### config.mk
export PLATFORM = sky130hd
export DESIGN_NAME = deframer_lane_sync_status_ctrl
export DESIGN_NICKNAME = d
export VERILOG_FILES = /design/src/rtl/deframer_pkg.sv /design/src/rtl/lane_status_capture.sv /design/src/rtl/char_substitute.sv /design/src/rtl/deframer_lane_sync_status_ctrl.sv
export SDC_FILE = /design/constraint.sdc
export NUM_CORES = 1
export LEC_CHECK = 0
export BUFFER_PORTS_ARGS = -buffer_cell sky130_fd_sc_hd__buf_2
export CAP_MARGIN = 20
export CORE_MARGIN = 4
export CORE_UTILIZATION = 44
export CTS_CLUSTER_DIAMETER = 60
export DETAILED_ROUTE_END_ITERATION = 8
export PLACE_DENSITY = 0.83
export SLEW_MARGIN = 40
export SYNTH_ARGS = -nofsm -noshare
export SYNTH_HDL_FRONTEND = slang
export SYNTH_SLANG_ARGS = --single-unit
### constraint.sdc
create_clock -name pclk -period 1.65 [get_ports pclk]
set_input_delay 0.165 -clock pclk [delete_from_list [all_inputs] [get_ports pclk]]
set_output_delay 0.165 -clock pclk [all_outputs]
set_load 0.05 [all_outputs]
### src/rtl/deframer_pkg.sv
// Register map, field positions, reset values and control characters of the deframer slice.
package deframer_pkg;

  // Register indices; the APB byte address is four times the index.
  localparam logic [11:0] IDX_CHECKSUM   = 12'h472;
  localparam logic [11:0] IDX_LANE_SYNC  = 12'h473;
  localparam logic [11:0] IDX_CTRL0      = 12'h475;
  localparam logic [11:0] IDX_CTRL1      = 12'h476;
  localparam logic [11:0] IDX_IRQ_STATUS = 12'h480;
  localparam logic [11:0] IDX_IRQ_MASK   = 12'h481;

  // Field positions of the first control register.
  localparam int unsigned CTRL0_RECEIVER_DISABLE_BIT     = 7;
  localparam int unsigned CTRL0_SUBST_DIS_BIT  = 6;
  localparam int unsigned CTRL0_SOFT_RST_BIT   = 3;
  localparam int unsigned CTRL0_FORCE_SYNC_BIT = 2;
  localparam int unsigned CTRL0_REPL_FRM_BIT   = 0;

  // Field position of the second control register.
  localparam int unsigned CTRL1_SKIP_ALIGN_BIT = 1;

  // Values after reset.
  localparam logic [7:0] CTRL0_RESET      = 8'h01;
  localparam logic [7:0] CTRL1_RESET      = 8'h00;
  localparam logic [7:0] LANE_FLAGS_RESET = 8'h00;
  localparam logic [7:0] IRQ_RESET        = 8'h00;

  // Control characters that close a frame and a multiframe.
  localparam logic [7:0] FRAME_END_CHAR      = 8'hfc;
  localparam logic [7:0] MULTIFRAME_END_CHAR = 8'h7c;

endpackage

### src/rtl/lane_status_capture.sv
// Per-lane capture of alignment sync and checksum flags with loss-of-sync events.
`timescale 1ns/1ns

module lane_status_capture #(
  parameter int unsigned LANES = 8
) (
  input  wire logic             pclk,
  input  wire logic             presetn,
  input  wire logic             clear,
  input  wire logic [LANES-1:0] synced_in,
  input  wire logic [LANES-1:0] checksum_in,
  output logic      [LANES-1:0] synced_q,
  output logic      [LANES-1:0] checksum_q,
  output logic      [LANES-1:0] sync_lost
);

  typedef struct packed {
    logic [LANES-1:0] synced;
    logic [LANES-1:0] checksum;
    logic [LANES-1:0] lost;
  } state_s;

  state_s           state_q;
  state_s           state_d;
  logic [LANES-1:0] lost_now;

  initial begin
    if (LANES < 1 || LANES > 8) begin
      $error("lane_status_capture supports one to eight lanes.");
    end
  end

  // A lane reports a loss when its captured sync flag falls.
  generate
    for (genvar l = 0; l < LANES; l++) begin : g_lane
      assign lost_now[l] = state_q.synced[l] & ~synced_in[l];
    end
  endgenerate

  // The soft reset returns every flag to its power-on value.
  always_comb begin
    state_d = state_q;
    if (clear) begin
      state_d = '0;
    end else begin
      state_d.synced   = synced_in;
      state_d.checksum = checksum_in;
      state_d.lost     = lost_now;
    end
  end

  always_ff @(posedge pclk or negedge presetn) begin
    if (!presetn) begin
      state_q <= '0;
    end else begin
      state_q <= state_d;
    end
  end

  assign synced_q   = state_q.synced;
  assign checksum_q = state_q.checksum;
  assign sync_lost  = state_q.lost;

endmodule

### src/rtl/char_substitute.sv
// Replacement of end-of-frame and end-of-multiframe control characters on one lane.
`timescale 1ns/1ns

module char_substitute (
  input  wire logic       pclk,
  input  wire logic       presetn,
  input  wire logic       clear,
  input  wire logic       rx_enable,
  input  wire logic       subst_disable,
  input  wire logic       in_valid,
  input  wire logic [7:0] in_octet,
  input  wire logic       in_is_ctrl,
  input  wire logic       in_frame_end,
  input  wire logic       in_multiframe_end,
  output logic            out_valid,
  output logic      [7:0] out_octet,
  output logic            out_is_ctrl
);

  typedef struct packed {
    logic       valid;
    logic [7:0] octet;
    logic       is_ctrl;
    logic [7:0] last_octet;
  } state_s;

  state_s state_q;
  state_s state_d;
  logic   hit;

  // A closing character sits in the last octet of a frame or multiframe.
  assign hit = in_is_ctrl &&
               ((in_frame_end && in_octet == deframer_pkg::FRAME_END_CHAR) ||
                (in_multiframe_end && in_octet == deframer_pkg::MULTIFRAME_END_CHAR));

  // The substitute is the final octet of the previous frame.
  always_comb begin
    state_d       = state_q;
    state_d.valid = 1'b0;
    if (clear) begin
      state_d = '0;
    end else if (rx_enable && in_valid) begin
      state_d.valid   = 1'b1;
      state_d.octet   = in_octet;
      state_d.is_ctrl = in_is_ctrl;
      if (hit && !subst_disable) begin
        state_d.octet   = state_q.last_octet;
        state_d.is_ctrl = 1'b0;
      end
      if (in_frame_end) begin
        state_d.last_octet = state_d.octet;
      end
    end
  end

  always_ff @(posedge pclk or negedge presetn) begin
    if (!presetn) begin
      state_q <= '0;
    end else begin
      state_q <= state_d;
    end
  end

  assign out_valid   = state_q.valid;
  assign out_octet   = state_q.octet;
  assign out_is_ctrl = state_q.is_ctrl;

endmodule

### src/rtl/deframer_lane_sync_status_ctrl.sv
// APB register slice for deframer lane sync status, control bits and lane-0 substitution.
//
// Behaviour
// - Lane 0 checksum flag reads 1 on match, 0 otherwise, cleared at reset.
// - Eight-bit read-only register, bit n is lane n alignment sync, cleared at reset.
// - Receiver-disable bit 7 at 1 blocks reception; at 0 reception is allowed.
// - Substitution-disable at 1 keeps closing characters; at 0 they are substituted.
// - Soft reset bit synchronously restores deframer logic and blocks reception.
// - Skip option with one lane omits the alignment sequence after code group sync.
//
// Decided for this implementation: the APB register port.
`timescale 1ns/1ns

module deframer_lane_sync_status_ctrl #(
  parameter int unsigned LANES  = 8,
  parameter int unsigned ADDR_W = 16
) (
  input  wire logic              pclk,
  input  wire logic              presetn,
  input  wire logic              psel,
  input  wire logic              penable,
  input  wire logic              pwrite,
  input  wire logic [ADDR_W-1:0] paddr,
  input  wire logic [31:0]       pwdata,
  input  wire logic [3:0]        pstrb,
  output logic      [31:0]       prdata,
  output logic                   pready,
  output logic                   pslverr,
  input  wire logic [LANES-1:0]  lane_alignment_synced,
  input  wire logic [LANES-1:0]  lane_checksum_ok,
  input  wire logic              single_lane_mode,
  input  wire logic              lane0_valid,
  input  wire logic [7:0]        lane0_octet,
  input  wire logic              lane0_is_ctrl,
  input  wire logic              lane0_frame_end,
  input  wire logic              lane0_multiframe_end,
  output logic                   out_valid,
  output logic      [7:0]        out_octet,
  output logic                   out_is_ctrl,
  output logic                   rx_enable,
  output logic                   deframer_soft_reset,
  output logic                   force_sync_request,
  output logic                   frame_error_replace_enable,
  output logic                   alignment_seq_expected,
  output logic                   irq
);

  typedef struct packed {
    logic             receiver_disable;
    logic             char_substitution_disable;
    logic             soft_reset;
    logic             force_sync;
    logic             replace_frames;
    logic             skip_alignment_sequence;
    logic [LANES-1:0] irq_status;
    logic [LANES-1:0] irq_mask;
    logic [31:0]      rdata;
    logic             err;
    logic             rx_enable;
    logic             align_expected;
    logic             irq;
  } state_s;

  state_s           state_q;
  state_s           state_d;
  logic [LANES-1:0] lane_synced_q;
  logic [LANES-1:0] lane_checksum_q;
  logic [LANES-1:0] sync_lost;
  logic [11:0]      reg_idx;
  logic             addr_ok;
  logic             setup;
  logic             access;
  logic             wr_en;
  logic [7:0]       wbyte;
  logic [7:0]       lane_sync_reg;
  logic [7:0]       checksum_reg;
  logic [7:0]       irq_status_reg;
  logic [7:0]       irq_mask_reg;
  logic [7:0]       ctrl0_reg;
  logic [7:0]       ctrl1_reg;

  initial begin
    if (LANES < 1 || LANES > 8) begin
      $error("deframer_lane_sync_status_ctrl supports one to eight lanes.");
    end
    if (ADDR_W < 14 || ADDR_W > 32) begin
      $error("deframer_lane_sync_status_ctrl needs 14 to 32 address bits.");
    end
  end

  // Lane flags are captured each cycle and cleared by the soft reset.
  lane_status_capture #(
    .LANES (LANES)
  ) u_status (
    .pclk        (pclk),
    .presetn     (presetn),
    .clear       (state_q.soft_reset),
    .synced_in   (lane_alignment_synced),
    .checksum_in (lane_checksum_ok),
    .synced_q    (lane_synced_q),
    .checksum_q  (lane_checksum_q),
    .sync_lost   (sync_lost)
  );

  // Lane 0 octet path with closing character substitution.
  char_substitute u_subst (
    .pclk              (pclk),
    .presetn           (presetn),
    .clear             (state_q.soft_reset),
    .rx_enable         (state_q.rx_enable),
    .subst_disable     (state_q.char_substitution_disable),
    .in_valid          (lane0_valid),
    .in_octet          (lane0_octet),
    .in_is_ctrl        (lane0_is_ctrl),
    .in_frame_end      (lane0_frame_end),
    .in_multiframe_end (lane0_multiframe_end),
    .out_valid         (out_valid),
    .out_octet         (out_octet),
    .out_is_ctrl       (out_is_ctrl)
  );

  // Address decode: word aligned, index in bits 13 to 2, upper bits zero.
  assign reg_idx = paddr[13:2];
  assign addr_ok = (paddr[1:0] == 2'b00) && (paddr >> 14) == '0 &&
                   (reg_idx == deframer_pkg::IDX_CHECKSUM ||
                    reg_idx == deframer_pkg::IDX_LANE_SYNC ||
                    reg_idx == deframer_pkg::IDX_CTRL0 ||
                    reg_idx == deframer_pkg::IDX_CTRL1 ||
                    reg_idx == deframer_pkg::IDX_IRQ_STATUS ||
                    reg_idx == deframer_pkg::IDX_IRQ_MASK);
  assign setup   = psel && !penable;
  assign access  = psel && penable;
  assign wr_en   = access && pwrite && !state_q.err && pstrb[0];
  assign wbyte   = pwdata[7:0];

  // Register views, narrow fields padded to eight bits with zeros.
  always_comb begin
    lane_sync_reg  = '0;
    checksum_reg   = '0;
    irq_status_reg = '0;
    irq_mask_reg   = '0;
    lane_sync_reg[LANES-1:0]  = lane_synced_q;
    checksum_reg[LANES-1:0]   = lane_checksum_q;
    irq_status_reg[LANES-1:0] = state_q.irq_status;
    irq_mask_reg[LANES-1:0]   = state_q.irq_mask;
    ctrl0_reg = '0;
    ctrl0_reg[deframer_pkg::CTRL0_RECEIVER_DISABLE_BIT]     = state_q.receiver_disable;
    ctrl0_reg[deframer_pkg::CTRL0_SUBST_DIS_BIT]  = state_q.char_substitution_disable;
    ctrl0_reg[deframer_pkg::CTRL0_SOFT_RST_BIT]   = state_q.soft_reset;
    ctrl0_reg[deframer_pkg::CTRL0_FORCE_SYNC_BIT] = state_q.force_sync;
    ctrl0_reg[deframer_pkg::CTRL0_REPL_FRM_BIT]   = state_q.replace_frames;
    ctrl1_reg = '0;
    ctrl1_reg[deframer_pkg::CTRL1_SKIP_ALIGN_BIT] = state_q.skip_alignment_sequence;
  end

  // Next state: read data at setup, writes at the access edge, sticky events.
  always_comb begin
    state_d = state_q;
    if (setup) begin
      state_d.err   = !addr_ok;
      state_d.rdata = '0;
      if (addr_ok && !pwrite) begin
        unique case (reg_idx)
          deframer_pkg::IDX_CHECKSUM:   state_d.rdata = {24'h000000, checksum_reg};
          deframer_pkg::IDX_LANE_SYNC:  state_d.rdata = {24'h000000, lane_sync_reg};
          deframer_pkg::IDX_CTRL0:      state_d.rdata = {24'h000000, ctrl0_reg};
          deframer_pkg::IDX_CTRL1:      state_d.rdata = {24'h000000, ctrl1_reg};
          deframer_pkg::IDX_IRQ_STATUS: state_d.rdata = {24'h000000, irq_status_reg};
          deframer_pkg::IDX_IRQ_MASK:   state_d.rdata = {24'h000000, irq_mask_reg};
          default:                      state_d.rdata = '0;
        endcase
      end
    end
    if (wr_en) begin
      // The lane sync and checksum registers have no write case.
      unique case (reg_idx)
        deframer_pkg::IDX_CTRL0: begin
          state_d.receiver_disable = wbyte[deframer_pkg::CTRL0_RECEIVER_DISABLE_BIT];
          state_d.char_substitution_disable = wbyte[deframer_pkg::CTRL0_SUBST_DIS_BIT];
          state_d.soft_reset     = wbyte[deframer_pkg::CTRL0_SOFT_RST_BIT];
          state_d.force_sync     = wbyte[deframer_pkg::CTRL0_FORCE_SYNC_BIT];
          state_d.replace_frames = wbyte[deframer_pkg::CTRL0_REPL_FRM_BIT];
        end
        deframer_pkg::IDX_CTRL1: begin
          state_d.skip_alignment_sequence = wbyte[deframer_pkg::CTRL1_SKIP_ALIGN_BIT];
        end
        deframer_pkg::IDX_IRQ_STATUS: begin
          state_d.irq_status = state_q.irq_status & ~wbyte[LANES-1:0];
        end
        deframer_pkg::IDX_IRQ_MASK: begin
          state_d.irq_mask = wbyte[LANES-1:0];
        end
        default: begin
          state_d.err = state_q.err;
        end
      endcase
    end
    // A loss of sync in the clearing cycle still sets its bit.
    state_d.irq_status = state_d.irq_status | sync_lost;
    // Reception held off during soft reset.
    state_d.rx_enable = !state_d.receiver_disable && !state_d.soft_reset;
    // Alignment sequence omitted for one lane when the skip bit is set.
    state_d.align_expected = !(state_d.skip_alignment_sequence && single_lane_mode);
    state_d.irq = |(state_d.irq_status & state_d.irq_mask);
  end

  always_ff @(posedge pclk or negedge presetn) begin
    if (!presetn) begin
      state_q.receiver_disable          <= deframer_pkg::CTRL0_RESET[deframer_pkg::CTRL0_RECEIVER_DISABLE_BIT];
      state_q.char_substitution_disable <=
        deframer_pkg::CTRL0_RESET[deframer_pkg::CTRL0_SUBST_DIS_BIT];
      state_q.soft_reset     <= deframer_pkg::CTRL0_RESET[deframer_pkg::CTRL0_SOFT_RST_BIT];
      state_q.force_sync     <= deframer_pkg::CTRL0_RESET[deframer_pkg::CTRL0_FORCE_SYNC_BIT];
      state_q.replace_frames <= deframer_pkg::CTRL0_RESET[deframer_pkg::CTRL0_REPL_FRM_BIT];
      state_q.skip_alignment_sequence <=
        deframer_pkg::CTRL1_RESET[deframer_pkg::CTRL1_SKIP_ALIGN_BIT];
      state_q.irq_status     <= deframer_pkg::IRQ_RESET[LANES-1:0];
      state_q.irq_mask       <= deframer_pkg::IRQ_RESET[LANES-1:0];
      state_q.rdata          <= '0;
      state_q.err            <= 1'b0;
      state_q.rx_enable      <= 1'b1;
      state_q.align_expected <= 1'b1;
      state_q.irq            <= 1'b0;
    end else begin
      state_q <= state_d;
    end
  end

  // Zero-wait APB answer; data and error come from flip-flops.
  assign pready  = access;
  assign pslverr = access && state_q.err;
  assign prdata  = state_q.rdata;

  assign rx_enable                  = state_q.rx_enable;
  assign deframer_soft_reset        = state_q.soft_reset;
  assign force_sync_request         = state_q.force_sync;
  assign frame_error_replace_enable = state_q.replace_frames;
  assign alignment_seq_expected     = state_q.align_expected;
  assign irq                        = state_q.irq;

endmodule

==> results of run 1 <==
stage by stage:
stage	hold WS (ps)	setup slack (ps)	instance area [um^2]	total power [mW]	util
floorplan	-131	-627	3710	2.41	-
global placement	155	-730	4100	2.54	0.525
detailed placement	168	-762	4100	2.55	0.525
CTS	19.2	-347	4510	3.89	0.578
global route	38.7	-344	4600	4.02	0.589
finish	31.7	-345	4600	3.87	0.589
cells in the final DEF (no fill, tap or decap), drive strengths merged, types with 3 or more instances in the layout:
| cell | Yosys | layout |
|---|---|---|
| clkinv | 1 | 3 |
| nor2b | 16 | 16 |
| inv | 3 | 3 |
| a221o | 5 | 5 |
| clkinvlp | 0 | 3 |
| nor2 | 14 | 14 |
| nand2 | 25 | 25 |
| o21ai | 10 | 10 |
| dfstp | 3 | 3 |
| mux2i | 13 | 13 |
| a21oi | 9 | 9 |
| a32o | 4 | 4 |
| o221ai | 5 | 5 |
| dlygate4sd3 | 0 | 10 |
| nand3 | 5 | 5 |
| a22o | 8 | 8 |
| a22oi | 4 | 4 |
| conb | 1 | 24 |
| nand2b | 10 | 10 |
| nor3 | 5 | 5 |
| o32a | 8 | 8 |
| nor3b | 9 | 9 |
| mux2 | 15 | 15 |
| dfrtp | 73 | 73 |
| clkbuf | 5 | 11 |
| buf | 44 | 111 |
layout make-up:
type,instances,area (um^2)
repair buffers,121,782
clock buffers,11,151
well taps,102,128
clock inverters,5,36.3
inverters,4,15.0
multi-input cells,207,1580
flip-flops and latches,76,1910
fillers,620,3210
critical path: stages:
cell and delay [ps]:
buf_6 90, or4b_4 540, or4_4 550, nor2_4 120, buf_12 150, mux2_4 320
a22oi_2 160, nand4_1 110
layer usage:
metal / vias to the layer above / share of wire / GRT usage
met5: - / 0 / 0
met4: 0 / 0.024 / 0.0945
met3: 19 / 0.068 / 0.0379
met2: 127 / 0.50 / 0.313
met1: 1406 / 0.41 / 0.231
li1: 1270 / - / -
repair_timing:
action | CTS | global route
setup endpoints to repair | 26 | 35
pin swaps | 5 | 12
hold endpoints to repair | 27 | 0
resized for setup | 23 | 15
buffers inserted | 2 | 3
hold buffers | 10 | 0
gates cloned | 0 | 0
path summary, 6_finish.rpt:
path | startpoint | to | slack (ps)
min in group asynchronous | presetn | irq_status_reg[7]$_DFF_PN0_ | 320
max in group asynchronous | presetn | rx_enable$_DFF_PN1_ | 730
max reg2reg | state_q[3]$_DFFE_PN0P_ | irq$_DFF_PN0_ | -210
min | lane_checksum_ok[7] | u_status.checksum_q[7]$_DFF_PN0_ | 30
min reg2reg | u_subst.out_octet[2]$_DFFE_PN0P_ | u_subst.out_octet[2]$_DFFE_PN0P_ | 490
max | paddr[11] | irq$_DFF_PN0_ | -340
cell usage after synthesis (all sizes together):
| master | number |
|---|---|
| a21oi | 9 |
| a221o | 5 |
| a22o | 8 |
| a22oi | 4 |
| a31o | 1 |
| a32o | 4 |
| and2 | 2 |
| and3 | 2 |
| and4b | 1 |
| buf | 44 |
| clkbuf | 5 |
| clkinv | 1 |
| conb | 1 |
| dfrtp | 73 |
| dfstp | 3 |
| inv | 3 |
| mux2 | 15 |
| mux2i | 13 |
| nand2 | 25 |
| nand2b | 10 |
| nand3 | 5 |
| nand4 | 2 |
| nand4b | 1 |
| nor2 | 14 |
| nor2b | 16 |
| nor3 | 5 |
| nor3b | 9 |
| nor4 | 2 |
| o21ai | 10 |
| o221ai | 5 |
| o22ai | 1 |
| o31ai | 1 |
| o32a | 8 |
| or2 | 1 |
| or4 | 2 |
| or4b | 1 |
| xor2 | 1 |
power groups by stage:
stage	combinational [mW]	sequential, mW	clock [mW]
after floorplan	0.396	2.01	0
after global placement	0.531	2.01	0
after detailed placement	0.543	2.01	0
after CTS	0.571	1.98	1.34
after global routing	0.621	1.99	1.41
final	0.578	1.98	1.32
cells by family after synthesis:
group           Yosys count  share of synthesized area
compound gates           56                      0.126
simple gates             98                      0.153
buf+inv                  53                      0.102
other cells               1                    0.00105
flops                    76                      0.533
xor+xnor                  1                    0.00245
mux                      28                     0.0836
==> results.sh, run 1 <==
export IMPL_grt_max_degree=30
export IMPL_cp_start_kind="primary input"
export IMPL_maxCapViolCount=0
export IMPL_critPathArrivalTime_ps=2220
export IMPL_p_int_mw=2.75
export IMPL_critical_path_max_fanout=8
export IMPL_row_count=32
export IMPL_worstRegToRegCells=7
export IMPL_ys_warn_count=0
export IMPL_drt_drc_violations_left=0
export IMPL_htree_num_levels=3
export IMPL_seq_power_share=0.510
export IMPL_hold_viol_final=0
export IMPL_hpwl_mm=6.39
export IMPL_synth_top_area_cell="dfrtp_1"
export IMPL_drtPass1Iterations=4
export IMPL_hold_class="in2reg"
export IMPL_pwr_share_clk=0.340
export IMPL_grt_pass1_wl_mm=14.4
export IMPL_syn2layout_area_growth_pct=28.5
export IMPL_dpl_cell_count=495
export IMPL_drtIter0Drc=202
export IMPL_powerDensity_nw_per_um2=843
export IMPL_track_usage=0.188
export IMPL_dieWidth_um=98.2
export IMPL_required_ps=1870
export IMPL_yosysSeqAreaShare=0.533
export IMPL_worst_pin_slew_ps=730
export IMPL_drive_above_1_share=0.408
export IMPL_synth_area_top_cells="dfrtp_1 (51%), buf_4 (8.4%), mux2_2 (4.4%)"
export IMPL_start_util=0.458
export IMPL_rsz0062_at_grt="true"
export IMPL_ant_nets=0
export IMPL_ir_worst_vdd_uv=476
export IMPL_fin_nets=505
export IMPL_hold_depth=2
export IMPL_finalWorstSetupSlack_ps=-345
export IMPL_p_switching_mw=1.13
export IMPL_synth_seq_cells=76
export IMPL_max_slew_margin=0.514
export IMPL_fin_skew_ps=11.6
export IMPL_timing_fmax_ghz=0.501
export IMPL_numCtsBuffers=9
export IMPL_end_kind="register"
export IMPL_synth_area_per_cell_um2=11.4
export IMPL_antenna_cells=0
export IMPL_clk_pin_slew_ps=80
export IMPL_fin_crit_sh=1.21
export IMPL_die_area_um2=9640
export IMPL_via_count=2822
export IMPL_antenna_found_initial=0
export IMPL_coreArea_um2=7810
export IMPL_cts_sinks=76
export IMPL_final_setup_viol_count=33
export IMPL_p_comb_frac=0.149
export IMPL_port_buffers=84
export IMPL_grt_pass1_vias=2918
export IMPL_min_period_ps=1990
export IMPL_cts_tree="yes"
export IMPL_crit_type="in2reg"
export IMPL_place_gp_congestion=0.854
export IMPL_clockBufferDepth=2
export IMPL_synthDistinctLibCells=45
export IMPL_layout_cells_non_filler=526
export IMPL_avgRoutedWirePerCell_um=17.1
export IMPL_ios=136
export IMPL_violations="negative setup slack"
export IMPL_via_per_inst=5.37
export IMPL_die_y_um=98.2
export IMPL_synth_top_area_frac=0.511
export IMPL_final_max_slew_violation_count=0
export IMPL_syn_instance_count=313
export IMPL_routed_wirelength_mm=9.00
export IMPL_syn_area_um2=3580
export IMPL_setup_tns_ps=-3350
export IMPL_clkLatencyLatePin_ps=350
export IMPL_clockRootBuffer="clkbuf_8"
export IMPL_swShare=0.291
export IMPL_p_leak_nw=2.21
export IMPL_status="finished, violations left"
export IMPL_grt_overflow_total=0
No activity file was read; power rests on OpenSTA's default activity.
==> inputs of run 2 (changes only) <==
--- a/config.mk
+++ b/config.mk
@@ -12,6 +12,7 @@
 export CTS_CLUSTER_DIAMETER = 60
 export DETAILED_ROUTE_END_ITERATION = 8
 export PLACE_DENSITY = 0.83
+export SETUP_SLACK_MARGIN = 0.2
 export SLEW_MARGIN = 40
 export SYNTH_ARGS = -nofsm -noshare
 export SYNTH_HDL_FRONTEND = slang
==> run 2 against run 1 <==
The run still ends with negative setup slack left. Critical path depth fell by 1. Worst setup slack improved by 2.1 ps. Die area did not move. Largest cell class unchanged. Largest power group unchanged. Highest routed layer unchanged. Flip-flop and latch count did not move. Clock power rose by 20%. Register-to-register slack barely moved.
==> results.sh, run 2 (synthesized netlist as in run 1, its figures left out) <==
export IMPL_wl_met1_mm=3.47
export IMPL_slowest_stage="or4_4"
export IMPL_clkLatencyLatePin_ps=350
export IMPL_fin_crit_sh=1.21
export IMPL_via_count=2810
export IMPL_ir_worst_vdd_uv=443
export IMPL_grt_overflow_total=0
export IMPL_hpwl_mm=6.22
export IMPL_crit_chain="buf_6, or4b_4, or4_4, buf_4, o32a_1, a22oi_2, nand4_1"
export IMPL_fin_skew_ps=16.9
export IMPL_dieWidth_um=98.2
export IMPL_coreArea_um2=7810
export IMPL_pwr_share_clk=0.382
export IMPL_cts_tree="yes"
export IMPL_crit_type="in2reg"
export IMPL_port_buffers=84
export IMPL_row_count=32
export IMPL_ios=136
export IMPL_ant_nets=0
export IMPL_top_layer_used="met4"
export IMPL_drt_drc_violations_left=0
export IMPL_start_util=0.458
export IMPL_critPathArrivalTime_ps=2230
export IMPL_numCtsBuffers=9
export IMPL_clockRootBuffer="clkbuf_8"
export IMPL_setup_tns_ps=-1500
export IMPL_syn2layout_area_growth_pct=30.0
export IMPL_hold_class="in2reg"
export IMPL_drive_above_1_share=0.425
export IMPL_wl_met3_um=737
export IMPL_rsz0062_at_grt="true"
export IMPL_avgRoutedWirePerCell_um=16.8
export IMPL_finalWorstSetupSlack_ps=-342
export IMPL_min_period_ps=1990
export IMPL_antenna_cells=0
export IMPL_p_leak_nw=2.24
export IMPL_clk_pin_slew_ps=90
export IMPL_status="finished, violations left"
export IMPL_p_comb_frac=0.139
export IMPL_antenna_found_initial=0
export IMPL_grt_pass1_wl_mm=14.2
export IMPL_cp_start_kind="primary input"
export IMPL_place_gp_congestion=0.849
export IMPL_place_ws_ps=-786
export IMPL_grt_max_degree=45
export IMPL_cpPeakStageDelay_ps=560
export IMPL_power_mw=4.13
export IMPL_clockBufferDepth=2
export IMPL_cp_num_buf_inv=2
export IMPL_mostFrequentLayoutCells="buf_2 (81), dfrtp_1 (72), conb_1 (24)"
export IMPL_timing_fmax_ghz=0.502
export IMPL_die_area_um2=9640
export IMPL_violations="negative setup slack"
export IMPL_cts_sinks=76
export IMPL_htree_num_levels=3
export IMPL_hold_ws_ps=39.7
export IMPL_routed_wirelength_mm=8.82
export IMPL_track_usage=0.188
export IMPL_maxCapViolCount=0
export IMPL_seq_power_share=0.479
export IMPL_end_kind="register"
export IMPL_grt_pass1_vias=2806
export IMPL_die_y_um=98.2
export IMPL_met2_length_mm=4.27
export IMPL_hold_viol_final=0
export IMPL_drtIter0Drc=212
export IMPL_critical_path_max_fanout=13
export IMPL_p_switching_mw=1.12
export IMPL_final_max_slew_violation_count=0
export IMPL_drtPass1Iterations=4
export IMPL_cp_top_family="simple AND/OR/NAND/NOR gates"
export IMPL_p_int_mw=3.01
export IMPL_final_common_cell="buf_2"
export IMPL_via_per_inst=5.34
export IMPL_swShare=0.270
export IMPL_fin_nets=505
export IMPL_powerDensity_nw_per_um2=887
export IMPL_required_ps=1890
export IMPL_final_setup_viol_count=28
run 2: cell count changes in the layout (fill, tap and decap cells not counted), sizes merged:
cell / delta
clkbuf: -1
clkinv: +2
clkinvlp: -3
bufinv: +2
run 2: power by group through the flow:
| stage | combinational [mW] | clock (mW) | sequential [mW] |
|---|---|---|---|
| floorplan | 0.399 | 0 | 2.01 |
| detailed placement | 0.539 | 0 | 2.01 |
| global placement | 0.528 | 0 | 2.01 |
| global route | 0.620 | 1.70 | 1.98 |
| CTS | 0.569 | 1.59 | 1.97 |
| finish | 0.575 | 1.58 | 1.98 |
run 2: worst paths after layout:
path	to	slack, ps	startpoint	depth (start not counted)
worst max register to register	irq$_DFF_PN0_	-210	state_q[3]$_DFFE_PN0P_	7
min in group asynchronous	u_subst.out_octet[7]$_DFFE_PN0P_	300	presetn	2
worst min register to register	u_subst.out_octet[6]$_DFFE_PN0P_	480	u_subst.out_octet[6]$_DFFE_PN0P_	2
worst max-delay path	irq$_DFF_PN0_	-340	paddr[11]	7
worst min-delay path	u_status.checksum_q[5]$_DFF_PN0_	40	lane_checksum_ok[5]	2
max in group asynchronous	alignment_seq_expected$_DFF_PN1_	690	presetn	3
run 2: layout make-up:
| cell class | count | area, um^2 |
|---|---|---|
| fill | 611 | 3160 |
| tap | 102 | 128 |
| sequential | 76 | 1910 |
| clock buffer | 10 | 138 |
| clock inverter | 6 | 87.6 |
| timing repair buffer | 121 | 782 |
| multi-input combinational | 207 | 1590 |
| inverter | 4 | 20.0 |
run 2: what timing repair did:
item / in CTS / in global routing
pin swaps: 13 / 13
buffers inserted: 2 / 3
resized for setup: 31 / 13
hold buffers: 10 / 0
hold endpoints to repair: 27 / 0
setup endpoints to repair: 33 / 35
run 2: metal layers:
metal,global-route usage,up-vias
li1,-,1274
met1,0.239,1372
met2,0.290,136
met3,0.0564,28
met4,0.101,0
met5,0,-
run 2: per-stage QoR:
step | util | area, um^2 | cells
2_1_floorplan | - | 3720 | 336
3_3_place_gp | 0.525 | 4100 | 495
3_5_place_dp | 0.525 | 4100 | 495
4_1_cts | 0.587 | 4580 | 523
5_1_grt | 0.596 | 4650 | 526
6_report | 0.596 | 4650 | 526
==> inputs of run 3 (changes only) <==
--- a/config.mk
+++ b/config.mk
@@ -5,13 +5,14 @@
 export SDC_FILE = /design/constraint.sdc
 export NUM_CORES = 1
 export LEC_CHECK = 0
-export BUFFER_PORTS_ARGS = -buffer_cell sky130_fd_sc_hd__buf_2
+export ABC_AREA = 1
 export CAP_MARGIN = 20
 export CORE_MARGIN = 4
-export CORE_UTILIZATION = 44
+export CORE_UTILIZATION = 57
 export CTS_CLUSTER_DIAMETER = 60
 export DETAILED_ROUTE_END_ITERATION = 8
-export PLACE_DENSITY = 0.83
+export DONT_BUFFER_PORTS = 1
+export PLACE_DENSITY = 0.82
 export SETUP_SLACK_MARGIN = 0.2
 export SLEW_MARGIN = 40
 export SYNTH_ARGS = -nofsm -noshare
==> run 3 against run 2 <==
The flow finishes with violations (negative hold slack). Sequential share of layout area increased by 2.1 points. Critical path depth up 4. Clock skew is 8.0 ps lower. Synthesized cell count increased by 51%. Sequential power decreased by 6%.
==> results.sh, run 3 <==
export IMPL_status="finished, violations left"
export IMPL_violations="negative hold slack"
export IMPL_grt_pass1_wl_mm=14.4
export IMPL_synth_area_per_cell_um2=8.23
export IMPL_numCtsBuffers=9
export IMPL_yosysMostFrequentCell="nand2_1"
export IMPL_required_ps=1890
export IMPL_synth_seq_cells=76
export IMPL_drive_above_1_share=0.174
export IMPL_worst_pin_slew_ps=502
export IMPL_drt_drc_violations_left=0
export IMPL_fin_skew_ps=8.94
export IMPL_antenna_found_initial=0
export IMPL_ant_nets=0
export IMPL_min_period_ps=1480
export IMPL_rsz0062_at_grt="true"
export IMPL_grt_pass1_vias=3007
export IMPL_start_util=0.600
export IMPL_hold_ws_ps=-499
export IMPL_placement_cell_area_um2=3840
export IMPL_htree_num_levels=3
export IMPL_multiInputGateArea_um2=1530
export IMPL_antenna_cells=0
export IMPL_seq_power_share=0.481
export IMPL_maxCapViolCount=0
export IMPL_timing_fmax_ghz=0.677
export IMPL_final_setup_viol_count=0
export IMPL_cts_tree="yes"
export IMPL_clockBufferDepth=2
export IMPL_p_leak_nw=2.28
export IMPL_critical_path_max_fanout=7
export IMPL_place_gp_congestion=0.897
export IMPL_die_area_um2=8230
export IMPL_ys_warn_count=0
export IMPL_ir_worst_vdd_uv=571
export IMPL_swShare=0.222
export IMPL_hpwl_mm=6.04
export IMPL_max_slew_margin=0.665
export IMPL_clkLatencyLatePin_ps=350
export IMPL_row_count=29
export IMPL_place_ws_ps=63.1
export IMPL_crit_type="reg2reg"
export IMPL_critPathArrivalTime_ps=1710
export IMPL_mostFrequentLayoutCells="nand2_1 (117), dfrtp_1 (72), inv_1 (51)"
export IMPL_via_per_inst=5.24
export IMPL_track_usage=0.221
export IMPL_grt_max_degree=77
export IMPL_path_common_cell="nand2_1"
export IMPL_crit_chain="nor2_2, nand3_4, inv_6, buf_6, nand3_1, nand2_1, nand2_1, nand2_1, nand2_1, nor2_1, nand2_1"
export IMPL_pwr_share_clk=0.453
export IMPL_synthDistinctLibCells=35
export IMPL_syn_area_um2=3900
export IMPL_synth_edf_count=0
export IMPL_ys_async_sr_fraction=1.00
export IMPL_port_buffers=0
export IMPL_r2r_slack_ps=170
export IMPL_cp_start_kind="register"
export IMPL_finalInstanceArea_um2=4420
export IMPL_coreArea_um2=6490
export IMPL_dpl_cell_count=537
export IMPL_nFillCells=502
export IMPL_avgRoutedWirePerCell_um=14.9
export IMPL_clockRootBuffer="clkbuf_8"
export IMPL_syn2layout_area_growth_pct=13.4
export IMPL_regToRegStartpoint="state_q[3]$_DFFE_PN0P_"
export IMPL_cts_sinks=76
export IMPL_holdBufCountCts=26
export IMPL_timing_rr_end="irq$_DFF_PN0_"
export IMPL_fin_crit_sh=0.895
export IMPL_final_core_util=0.681
export IMPL_regArea_um2=1910
export IMPL_cpPeakStageDelay_ps=390
export IMPL_ios=136
export IMPL_clk_pin_slew_ps=80
export IMPL_dieWidth_um=90.7
export IMPL_hold_viol_final=76
export IMPL_power_mw=3.87
export IMPL_p_int_mw=3.01
export IMPL_syn_instance_count=474
export IMPL_drtPass1Iterations=4
export IMPL_slowest_stage="dfrtp_1"
export IMPL_synth_common_cells="nand2_1 (120), dfrtp_1 (73), inv_1 (53)"
export IMPL_synth_top_area_cell="dfrtp_1"
export IMPL_p_comb_frac=0.066
export IMPL_p_switching_uw=859
export IMPL_powerDensity_nw_per_um2=876
export IMPL_final_common_cell="nand2_1"
export IMPL_synth_area_top_cells="dfrtp_1 (47%), nand2_1 (12%), buf_4 (8.3%)"
export IMPL_die_y_um=90.7
export IMPL_final_max_slew_violation_count=0
export IMPL_drtIter0Drc=273
export IMPL_hold_class="in2async"
export IMPL_synth_top_area_frac=0.469
export IMPL_worstRegToRegCells=11
export IMPL_fin_nets=588
export IMPL_synthFlopType="dfrtp_1"
export IMPL_finalWorstSetupSlack_ps=173
export IMPL_routed_wirelength_mm=8.69
export IMPL_setup_tns_ps=0
export IMPL_grt_overflow_total=0
export IMPL_end_kind="register"
export IMPL_layout_cells_non_filler=584
export IMPL_via_count=3062
export IMPL_yosysSeqAreaShare=0.489
## run 3: power by group through the flow
stage               registers, mW  logic [mW]  clock network (mW)
floorplan                    1.90       0.234                   0
global placement             1.90       0.198                   0
detailed placement           1.90       0.200                   0
CTS                          1.86       0.252                1.77
global route                 1.86       0.273                1.84
finish                       1.86       0.257                1.75
## run 3: layout make-up
type,instances,share of cell area
Sequential cell,76,0.431
Multi-Input combinational cell,313,0.346
Timing Repair Buffer,46,0.0945
Inverter,56,0.0501
Clock buffer,12,0.0351
Tap cell,77,0.0218
Clock inverter,4,0.0215
## run 3: worst max-delay path by stage
| stage | depth (start not counted) | to | from | slack [ps] |
|---|---|---|---|---|
| 2_1_floorplan | 11 | irq$_DFF_PN0_ | penable | 220 |
| 3_5_place_dp | 10 | irq$_DFF_PN0_ | paddr[5] | 60 |
| 3_3_place_gp | 10 | irq$_DFF_PN0_ | paddr[5] | 140 |
| 4_1_cts | 10 | irq$_DFF_PN0_ | state_q[3]$_DFFE_PN0P_ | 180 |
| 5_1_grt | 11 | irq$_DFF_PN0_ | state_q[3]$_DFFE_PN0P_ | 40 |
| 6_report | 11 | irq$_DFF_PN0_ | state_q[3]$_DFFE_PN0P_ | 170 |
## run 3: worst max-delay path: cells and delay by family (launching register included)
kind,cells,cell delay [ps]
AND/OR/NAND/NOR,9,740
buffers and inverters,2,240
flip-flops,1,390
## run 3: kinds of logic (layout without fill, tap and decap cells)
| kind of cell | count (synthesis) | after routing | synth area share |
|---|---|---|---|
| AO/OA/AOI/OAI | 40 | 40 | 0.0597 |
| AND/OR/NAND/NOR | 249 | 249 | 0.298 |
| buffers and inverters | 108 | 118 | 0.152 |
| other | 1 | 24 | 0.000962 |
| flip-flops | 76 | 76 | 0.489 |
## run 3: repair_timing
item,CTS,global route
setup endpoints to repair,11,21
cloned,0,0
pin swaps,7,1
setup buffers,4,1
gates resized for setup,8,6
endpoints found under the hold margin,117,76
## run 3: per-layer routing
layer  vias to the layer above  GRT usage  share of wire
met5                         -          0              0
met4                         0     0.0995          0.022
met3                        17     0.0425          0.083
met2                       137      0.363           0.49
met1                      1445      0.284           0.40
li1                       1463          -              -
